File: src/design/thz_pkg.sv
package thz_pkg;

    // ----------------------------------------------------------------
    // Timing
    // ----------------------------------------------------------------
    localparam int unsigned CLK_PERIOD_NS   = 25;
    localparam int unsigned SRC_PERIOD_NS   = 1000000;
    localparam int unsigned SRC_HALF_CYCLES = SRC_PERIOD_NS / 2 / CLK_PERIOD_NS;
    localparam int unsigned SETTLE_NS       = 100000;
    localparam int unsigned SETTLE_CYCLES   = (SETTLE_NS + CLK_PERIOD_NS - 1) / CLK_PERIOD_NS;

    // ----------------------------------------------------------------
    // Converter and zone code
    // ----------------------------------------------------------------
    localparam int unsigned ADC_W   = 8;
    localparam int unsigned ZONE_W  = 8;
    // Pin voltage limits in 10 mV units, bit 7 first: a zone bit is set
    // while the sensed voltage is at or below its limit.
    localparam logic [63:0] ZONE_LIMITS =
        {8'h58, 8'h5c, 8'h60, 8'h64, 8'h68, 8'h6c, 8'h70, 8'h78};
    localparam int unsigned ZONE_THROTTLE_BIT = 7;
    localparam int unsigned ZONE_ALERT_BIT    = 6;
    localparam int unsigned ZONE_RELEASE_BIT  = 5;
    localparam logic [7:0]  ZONE_RESET        = 8'h00;

    // ----------------------------------------------------------------
    // Register map
    // ----------------------------------------------------------------
    localparam int unsigned ADDR_W      = 5;
    localparam logic [4:0]  OFF_ZONE    = 5'h00;
    localparam logic [4:0]  OFF_STATUS  = 5'h04;
    localparam logic [4:0]  OFF_EVENT   = 5'h08;
    localparam logic [4:0]  OFF_MASK    = 5'h0c;
    localparam logic [4:0]  OFF_CTRL    = 5'h10;
    localparam int unsigned STATUS_HOT_BIT = 1;
    localparam int unsigned CTRL_EN_BIT    = 0;
    localparam logic        CTRL_EN_RESET  = 1'b1;
    localparam logic [3:0]  MASK_RESET     = 4'h0;
    localparam logic [3:0]  EVENT_RESET    = 4'h0;

    typedef struct packed {
        logic thrOff;
        logic thrOn;
        logic hotClr;
        logic hotSet;
    } thz_evt_s;

    typedef enum logic [1:0] {
        CV_IDLE   = 2'h0,
        CV_SETTLE = 2'h1,
        CV_CONV   = 2'h3,
        CV_HELD   = 2'h2
    } thz_conv_e;

endpackage

File: src/design/thz_monitor.sv
// Operation
// - Pulse the sense current source at 1 kHz with equal on and off halves.
// - Convert the sense pin voltage and derive the zone code from the result.
// - Zone code is thermometer coded from pin voltage, FFh at 0.88 V down to 00h.
// - Zone bit 6 rising sets status bit 1 and asserts the alert line on the same edge.
// - A status read after an alert releases the alert line.
// - Zone bit 7 rising asserts the active-low throttle output.
// - Throttle output releases only when zone bit 6 falls.
// - Zone bit 5 falling clears status bit 1 and asserts the alert again.
//
// The address map and register access over Avalon-MM were left to the implementer.
`timescale 1ns/100ps
`default_nettype none

module thz_monitor #(
    parameter int unsigned HALF_CYCLES   = thz_pkg::SRC_HALF_CYCLES,
    parameter int unsigned SETTLE_CYCLES = thz_pkg::SETTLE_CYCLES
) (
    input  wire logic        core_clk,
    input  wire logic        rst,
    input  wire logic [4:0]  avs_address,
    input  wire logic        avs_read,
    input  wire logic        avs_write,
    input  wire logic [31:0] avs_writedata,
    input  wire logic [3:0]  avs_byteenable,
    output var  logic [31:0] avs_readdata,
    output var  logic        avs_waitrequest,
    output var  logic        ntcSourceEn,
    output var  logic        adcStart,
    input  wire logic        adcDone,
    input  wire logic [7:0]  adcCode,
    output var  logic        alertN,
    output var  logic        thermalThrottleN,
    output var  logic        irq
);

    if (SETTLE_CYCLES < 1 || SETTLE_CYCLES + 2 >= HALF_CYCLES)
    begin : g_badTiming
        $error("thz_monitor: settle time must fit inside the on half");
    end

    // ----------------------------------------------------------------
    // Input synchronisers
    // ----------------------------------------------------------------
    logic       doneSync;
    logic       doneSyncD;
    logic [7:0] codeSync;

    thz_sync #(.WIDTH(1)) u_doneSync (
        .clk     (core_clk),
        .rst     (rst),
        .asyncIn (adcDone),
        .syncOut (doneSync)
    );

    thz_sync #(.WIDTH(8)) u_codeSync (
        .clk     (core_clk),
        .rst     (rst),
        .asyncIn (adcCode),
        .syncOut (codeSync)
    );

    always_ff @(posedge core_clk)
    begin
        if (rst)
            doneSyncD <= 1'b0;
        else
            doneSyncD <= doneSync;
    end

    logic doneRise;
    assign doneRise = doneSync & ~doneSyncD;

    // ----------------------------------------------------------------
    // Register state
    // ----------------------------------------------------------------
    logic                monEnable;
    logic [7:0]          thermalZoneCode;
    logic                hotFlag;
    logic [3:0]          evtStatus;
    logic [3:0]          evtMask;
    thz_pkg::thz_evt_s   evt;

    // ----------------------------------------------------------------
    // Current source pulsing
    // ----------------------------------------------------------------
    logic [31:0] phaseCnt;
    logic        phaseEnd;
    assign phaseEnd = (phaseCnt == 32'(HALF_CYCLES - 1));

    always_ff @(posedge core_clk)
    begin
        if (rst || !monEnable)
        begin
            phaseCnt    <= '0;
            ntcSourceEn <= 1'b0;
        end
        else if (phaseEnd)
        begin
            phaseCnt    <= '0;
            ntcSourceEn <= ~ntcSourceEn;
        end
        else
        begin
            phaseCnt <= phaseCnt + 32'h1;
        end
    end

    // ----------------------------------------------------------------
    // Conversion sequencing
    // ----------------------------------------------------------------
    thz_pkg::thz_conv_e convState;
    logic               startNow;
    assign startNow = (convState == thz_pkg::CV_SETTLE) && ntcSourceEn
                      && (phaseCnt == 32'(SETTLE_CYCLES));

    // A conversion that outlives the on half still completes; the source
    // restarts before the next result, so the zone rate never exceeds 1 kHz.
    always_ff @(posedge core_clk)
    begin
        if (rst || !monEnable)
        begin
            convState <= thz_pkg::CV_IDLE;
            adcStart  <= 1'b0;
        end
        else
        begin
            adcStart <= startNow;
            unique case (convState)
                thz_pkg::CV_IDLE:
                    if (ntcSourceEn)
                        convState <= thz_pkg::CV_SETTLE;
                thz_pkg::CV_SETTLE:
                    if (startNow)
                        convState <= thz_pkg::CV_CONV;
                thz_pkg::CV_CONV:
                    if (doneRise)
                        convState <= thz_pkg::CV_HELD;
                thz_pkg::CV_HELD:
                    if (!ntcSourceEn)
                        convState <= thz_pkg::CV_IDLE;
            endcase
        end
    end

    // ----------------------------------------------------------------
    // Zone code
    // ----------------------------------------------------------------
    logic [7:0] nextZone;
    genvar      gi;
    generate
        for (gi = 0; gi < 8; gi++)
        begin : g_zone
            assign nextZone[gi] = (codeSync <= thz_pkg::ZONE_LIMITS[gi*8 +: 8]);
        end
    endgenerate

    logic zoneLoad;
    assign zoneLoad = (convState == thz_pkg::CV_CONV) && doneRise;

    always_ff @(posedge core_clk)
    begin
        if (rst)
            thermalZoneCode <= thz_pkg::ZONE_RESET;
        else if (zoneLoad)
            thermalZoneCode <= nextZone;
    end

    always_comb
    begin
        evt        = '0;
        evt.hotSet = zoneLoad && !thermalZoneCode[thz_pkg::ZONE_ALERT_BIT]
                     && nextZone[thz_pkg::ZONE_ALERT_BIT];
        evt.hotClr = zoneLoad && thermalZoneCode[thz_pkg::ZONE_RELEASE_BIT]
                     && !nextZone[thz_pkg::ZONE_RELEASE_BIT];
        evt.thrOn  = zoneLoad && !thermalZoneCode[thz_pkg::ZONE_THROTTLE_BIT]
                     && nextZone[thz_pkg::ZONE_THROTTLE_BIT];
        evt.thrOff = zoneLoad && thermalZoneCode[thz_pkg::ZONE_ALERT_BIT]
                     && !nextZone[thz_pkg::ZONE_ALERT_BIT];
    end

    // ----------------------------------------------------------------
    // Throttle output
    // ----------------------------------------------------------------
    always_ff @(posedge core_clk)
    begin
        if (rst)
            thermalThrottleN <= 1'b1;
        else if (evt.thrOn)
            thermalThrottleN <= 1'b0;
        else if (evt.thrOff)
            thermalThrottleN <= 1'b1;
    end

    // ----------------------------------------------------------------
    // Status flag and alert line
    // ----------------------------------------------------------------
    logic busDone;
    logic statusRead;
    assign busDone    = (avs_read || avs_write) && !avs_waitrequest;
    assign statusRead = busDone && avs_read && (avs_address == thz_pkg::OFF_STATUS);

    always_ff @(posedge core_clk)
    begin
        if (rst)
            hotFlag <= 1'b0;
        else if (evt.hotSet)
            hotFlag <= 1'b1;
        else if (evt.hotClr)
            hotFlag <= 1'b0;
    end

    // The alert falls on the edge that updates the flag, so the host never sees
    // the alert before the status that explains it. A new event wins over a read.
    always_ff @(posedge core_clk)
    begin
        if (rst)
            alertN <= 1'b1;
        else if (evt.hotSet || evt.hotClr)
            alertN <= 1'b0;
        else if (statusRead)
            alertN <= 1'b1;
    end

    // ----------------------------------------------------------------
    // Event status, mask and interrupt
    // ----------------------------------------------------------------
    logic writeLow;
    assign writeLow = busDone && avs_write && avs_byteenable[0];

    always_ff @(posedge core_clk)
    begin
        if (rst)
            evtStatus <= thz_pkg::EVENT_RESET;
        else if (writeLow && avs_address == thz_pkg::OFF_EVENT)
            evtStatus <= (evtStatus & ~avs_writedata[3:0]) | evt;
        else
            evtStatus <= evtStatus | evt;
    end

    always_ff @(posedge core_clk)
    begin
        if (rst)
        begin
            evtMask   <= thz_pkg::MASK_RESET;
            monEnable <= thz_pkg::CTRL_EN_RESET;
        end
        else if (writeLow)
        begin
            if (avs_address == thz_pkg::OFF_MASK)
                evtMask <= avs_writedata[3:0];
            if (avs_address == thz_pkg::OFF_CTRL)
                monEnable <= avs_writedata[thz_pkg::CTRL_EN_BIT];
        end
    end

    always_ff @(posedge core_clk)
    begin
        if (rst)
            irq <= 1'b0;
        else
            irq <= |(evtStatus & evtMask);
    end

    // ----------------------------------------------------------------
    // Avalon slave: one wait state, then the answer
    // ----------------------------------------------------------------
    logic [31:0] next_readdata;

    always_comb
    begin
        next_readdata = '0;
        unique case (avs_address)
            thz_pkg::OFF_ZONE:   next_readdata[7:0] = thermalZoneCode;
            thz_pkg::OFF_STATUS: next_readdata[thz_pkg::STATUS_HOT_BIT] = hotFlag;
            thz_pkg::OFF_EVENT:  next_readdata[3:0] = evtStatus;
            thz_pkg::OFF_MASK:   next_readdata[3:0] = evtMask;
            thz_pkg::OFF_CTRL:   next_readdata[thz_pkg::CTRL_EN_BIT] = monEnable;
            default:             next_readdata = '0;
        endcase
    end

    always_ff @(posedge core_clk)
    begin
        if (rst)
        begin
            avs_waitrequest <= 1'b1;
            avs_readdata    <= '0;
        end
        else
        begin
            avs_waitrequest <= !((avs_read || avs_write) && avs_waitrequest);
            if (avs_read && avs_waitrequest)
                avs_readdata <= next_readdata;
        end
    end
endmodule

`default_nettype wire

File: src/design/thz_sync.sv
`timescale 1ns/100ps
`default_nettype none

module thz_sync #(
    parameter int WIDTH = 1
) (
    input  wire logic             clk,
    input  wire logic             rst,
    input  wire logic [WIDTH-1:0] asyncIn,
    output var  logic [WIDTH-1:0] syncOut
);

    logic [WIDTH-1:0] stage1;

    if (WIDTH < 1)
    begin : g_badWidth
        $error("thz_sync: WIDTH must be at least 1");
    end

    // The first stage may go metastable, so only the second stage reads it.
    always_ff @(posedge clk)
    begin
        if (rst)
        begin
            stage1  <= '0;
            syncOut <= '0;
        end
        else
        begin
            stage1  <= asyncIn;
            syncOut <= stage1;
        end
    end

endmodule

`default_nettype wire

File: config.mk
export PLATFORM = sky130hd
export DESIGN_NAME = thz_monitor
export DESIGN_NICKNAME = d
export VERILOG_FILES = /design/src/design/thz_pkg.sv /design/src/design/thz_monitor.sv /design/src/design/thz_sync.sv
export SDC_FILE = /design/constraint.sdc
export NUM_CORES = 1
export LEC_CHECK = 0
export BUFFER_PORTS_ARGS = -buffer_cell sky130_fd_sc_hd__buf_2
export CORE_MARGIN = 4
export CORE_UTILIZATION = 53
export DETAILED_ROUTE_END_ITERATION = 10
export GPL_TIMING_DRIVEN = 0
export HOLD_SLACK_MARGIN = 0.15
export PLACE_DENSITY = 0.79
export SLEW_MARGIN = 25
export SYNTH_ARGS = -nofsm -noshare
export SYNTH_HDL_FRONTEND = slang
export SYNTH_SLANG_ARGS = --single-unit
File: constraint.sdc
create_clock -name core_clk -period 2.5 [get_ports core_clk]
set_input_delay 0.5 -clock core_clk [delete_from_list [all_inputs] [get_ports core_clk]]
set_output_delay 0.5 -clock core_clk [all_outputs]
set_load 0.02 [all_outputs]
==> Word-level counts from Yosys, hierarchy flattened <==
Cells that the tools add are included.
{ "word_totals": {"input_bits": 54, "reg_bits": 85, "wordCells": 104, "output_inout_bits": 38} }
{ "op_classes": {"eq_ne": 13, "bitwise_logic": 8, "n_mux": 16, "order_cmp": 8, "n_addsub": 1, "n_reduce_logical": 39} }
{ "op_table": {"columns": ["cell", "count"], "rows": [
  ["$le 8x7->1 const B", 8],
  ["$add 32x1->32 const B", 1],
  ["$eq 32x12->1 const B", 1],
  ["$eq 32x15->1 const B", 1],
  ["$logic_and 1x1->1", 19],
  ["$eq 5x4->1 const B", 2],
  ["$and 4x4->4", 2],
  ["$mux 2", 4],
  ["$mux 4", 2],
  ["$ne 2x2->1 const B", 4],
  ["$or 4x4->4", 2],
  ["$pmux 1 s4", 2],
  ["$pmux 2 s4", 1],
  ["$logic_not 1->1", 7],
  ["$mux 1", 6],
  ["$pmux 2 s3", 1],
  ["$reduce_bool 2->1", 3],
  ["$eq 5x3->1 const B", 1],
  ["$eq 5x5->1 const B", 1],
  ["$logic_not 5->1", 1],
  ["$eq 2x2->1 const B", 2],
  ["$not 4->4", 1],
  ["$reduce_and 2->1", 2],
  ["$reduce_and 4->1", 1],
  ["other kinds (7)", 10]
]} }

==> Longest topological paths before layout <==
{ "depth": {"depth_word": 7, "ltp_mapped": 7, "depth_no_buf": 6} }

==> Modules after synthesis <==
From an unflattened synthesis, not the netlist that was laid out.
{ "hier_totals": {"cells_unflattened": 424, "area_unflattened_um2": 3870.0} }
{ "by_module_without_submodules": {"columns": ["mod", "n_inst", "area_per_inst_um2", "cells_per_inst"], "rows": [
  ["thz_monitor", 1, 3353.2, 387],
  ["thz_sync at u_codeSync", 1, 464.2, 33],
  ["thz_sync at u_doneSync", 1, 52.6, 4]
]} }

==> Worst setup path after synthesis <==
Ideal clock, no wire load.
{ "synth_timing": {"path_type": "register to register", "startpoint": "register phaseCnt[0]", "endpoint": "register phaseCnt[26]", "path_slack_ns": 0.494, "arrival_ns": 1.936, "setup_ns": 0.070, "path_stages_with_launch": 7, "path_cell_list": "dfxtp_1 > ha_1 > nand4_2 > or4_4 > clkbuf_1 > or3_1 > a21oi_1"} }
{ "synth_via": {"elab_chain_cells": 2} }
{ "synth_rtl": {"columns": ["item", "line", "rtl"], "rows": [
  ["from (decl)", "thz_monitor.sv:87", "logic [31:0] phaseCnt;"],
  ["from (signal assigned)", "thz_monitor.sv:105", "phaseCnt <= phaseCnt + 32'h1;"],
  ["branches (longest 2 deep; another with $add 32x1->32)", null, null]
]} }
Several ways; the timed one is not identified.
A chain may end at the register's enable or synchronous reset.

==> Final worst setup path <==
{ "layout_timing": {"startpoint": "register phaseCnt[0]", "endpoint": "register phaseCnt[20]"} }
The elaborated chain is that of the path after synthesis.

==> results.yml <==
place:
  place.gp.congestion: 0.889
  port-buffer-count: 35
  hpwlAfterDp_microns: 5910
timing:
  tns_ps: 0
  post-route-period-util: 0.922
  hold_violations: 0
  setup_viol: 0
  slew-limit-headroom: 0.596
  slew_violations: 0
  max_freq_mhz: 434
  clock-skew-final_ps: 10.7
  min_period_ps: 2300
  rsz0062_at_grt: "no"
  worst_pin_slew_ps: 602
critical_path:
  setup.worst_path.end_class: "flip-flop"
  arrival_ps: 2590
  crit_type: "reg -> reg"
  cp_num_cells: 6
  cpLargestDelayFamily: "simple AND/OR/NAND/NOR gates"
  cp_max_fo: 10
  cp.required_ps: 2780
  cp-endpoint: "phaseCnt[20]"
  critical_path.max_stage_delay_ps: 630
  crit_buf_inv: 1
  r2r-start: "phaseCnt[0]"
  r2r_cells: 6
  cp_cell_sequence: "ha_1 > nand4_2 > or4_4 > clkbuf_1 > or3_1 > a21oi_1"
  start_kind: "flip-flop"
  reg2reg_slack_ps: 200
  startpoint: "phaseCnt[0]"
  r2r_end: "phaseCnt[20]"
  crit_slowest_cell: "or4_4"
power:
  p_leak_nw: 1.67
  finalPower_w: 0.00242
  pwr-share-comb: 0.072
  p_sw_frac: 0.242
  clkPwrFrac: 0.356
  p_switching_w: 0.000588
  p_int_w: 0.00184
  power_density_mw_per_mm2: 555
  seqPwrFrac: 0.572
  peakVddDrop_v: 0.000441
floorplanning:
  chipWidth_microns: 92.7
  rows: 30
  die_h_microns: 92.7
  die_area_sq_mm: 0.00860
  core-area_sq_mm: 0.00687
  initial_utilization: 0.554
  io_pins: 92
yosys:
  synthCells: 424
  synth_area_sq_mm: 0.00380
  synth_compound_area_frac: 0.154
  synthTopCellsByArea: "dfxtp_1, buf_4, a21oi_1, nor2_1, nor2b_1"
  yosysTopAreaCellShare: 0.447
  synth_top_family_by_area: "simple AND/OR/NAND/NOR gates"
  synth-seq-area-share: 0.447
  synth.area.mux_share: 0.0253
  synth_edf_count: 0
  synthFlopType: "dfxtp_1"
  ys_types: 56
  async_flop_share: 0
  ys_ff_latch: 85
  syn_area_per_cell_sq_um: 8.97
  synthAdderAreaFrac: 0.00658
  synth_warnings: 0
  synth_top_cell_by_area: "dfxtp_1"
  synth_simple_gate_area_frac: 0.253
  synth_xor_area_frac: 0.0322
global_routing:
  grt_overflow: 0
  track_usage: 0.193
  grt_pass1_wl_microns: 13400
  grt_start_max_net_pins: 15
  grt_pass1_vias: 2951
  antenna_found_initial: 0
drt:
  postRouteWirelength_microns: 7870
  dr.pass1.iters: 5
  wl_per_cell_microns: 13.3
  first_iter_violations: 217
  vias_per_cell: 5.34
  antenna_left: 0
  vias: 3169
  drc: 0
clocking:
  cts_buffers: 9
  cts_tree: "yes"
  insertion_delay_ps: 350
  clock_path_buffers: 2
  postCtsHoldBufs: 0
  path_clk_slew_ps: 80
  cts_setup_buffers: 0
  root_buffer: "clkbuf_8"
  cts.htree.levels: 3
  cts.sinks: 85
  ctsResizeCount: 0
layout:
  final_common_cell: "dfxtp_1"
  layout_common_cells: "dfxtp_1, buf_2, nor2_1"
  syn2layout_area_growth_pct: 14.7
  fin_nets: 549
  n_antenna_cell: 0
  drive_gt1_frac: 0.197
run_status:
  status: "completed"
job:
  drv_cap: 0
hold_path:
  min_path_type: "in -> reg"
[worst min path at each step]
stage                                       end  slack [ps]                 start  cells past startpoint
after floorplan           u_codeSync.syncOut[0]         410  u_codeSync.stage1[0]                      1
after global routing       u_codeSync.stage1[3]         340            adcCode[3]                      2
final                      u_codeSync.stage1[3]         360            adcCode[3]                      2
after detailed placement  u_codeSync.syncOut[7]         420  u_codeSync.stage1[7]                      1
after global placement    u_codeSync.syncOut[6]         420  u_codeSync.stage1[6]                      1
after CTS                  u_codeSync.stage1[3]         340            adcCode[3]                      2
[power groups by stage]
stage,Clock (W),Sequential (W),Combinational (W)
floorplan,0,0.00142,0.000129
global placement,0,0.00142,0.000171
detailed placement,0,0.00142,0.000173
CTS,0.000886,0.00139,0.000173
global route,0.000944,0.00139,0.000194
finish,0.000863,0.00139,0.000175
[flip-flops by register name, summed over array words and instances, names as in the netlist]
register and count:
u_codeSync.syncOut 8, u_codeSync.stage1 8, adcStart 1, doneSyncD 1, ntcSourceEn 1, hotFlag 1, convState 2, thermalThrottleN 1
u_doneSync.syncOut 1, thermalZoneCode 8, irq 1, phaseCnt 32, avs_readdata 8, avs_waitrequest 1, u_doneSync.stage1 1, monEnable 1
evtMask 4, alertN 1, evtStatus 4
[cells by family (layout without fill, tap and decap cells)]
kind of cell,count (synthesis),after routing
AOI/OAI and AO/OA,91,91
xor gates and xnor gates,14,14
adders and majority gates,2,2
buffers and inverters,54,105
DFF,85,85
muxes,8,8
other,1,24
and+or+nand+nor,169,169
[stage by stage]
step                setup WS, ps  hold slack [ps]  std cells  utilization  instance area (sq um)
global placement             237              418        578        0.609                   4190
global route                29.0              338        594        0.636                   4370
floorplan                    494              414        447            -                   3890
finish                       196              357        594        0.636                   4370
CTS                          160              341        594        0.636                   4370
detailed placement           173              425        578        0.609                   4190
[per-layer routing]
layer / global-route usage / vias up / wire [microns] / share of wire
li1: - / 1616 / - / -
met1: 0.236 / 1465 / 3400 / 0.43
met2: 0.332 / 83 / 4000 / 0.51
met3: 0.0471 / 5 / 425 / 0.054
met4: 0.0647 / 0 / 53 / 0.0067
met5: 0 / - / 0 / 0
[cell type report]
cell class	count	area (sq um)
Fill cell	590	2500
Multi-Input combinational cell	308	1880
Sequential cell	85	1700
Buffer	41	259
Timing Repair Buffer	35	175
Clock buffer	12	145
Tap cell	96	120
Inverter	13	48.8
Clock inverter	4	33.8
[Yosys cell counts, types with 10 or more instances]
| library cell | n |
|---|---|
| nand3_1 | 15 |
| nand2_1 | 27 |
| nor2b_1 | 20 |
| a21oi_1 | 33 |
| or3_1 | 14 |
| nor2_1 | 35 |
| o21ai_0 | 17 |
| dfxtp_1 | 85 |
| nand4_1 | 10 |
| clkbuf_1 | 10 |
| buf_4 | 24 |
| inv_1 | 13 |
| xnor2_1 | 10 |
(Power assumes the default switching activity.)
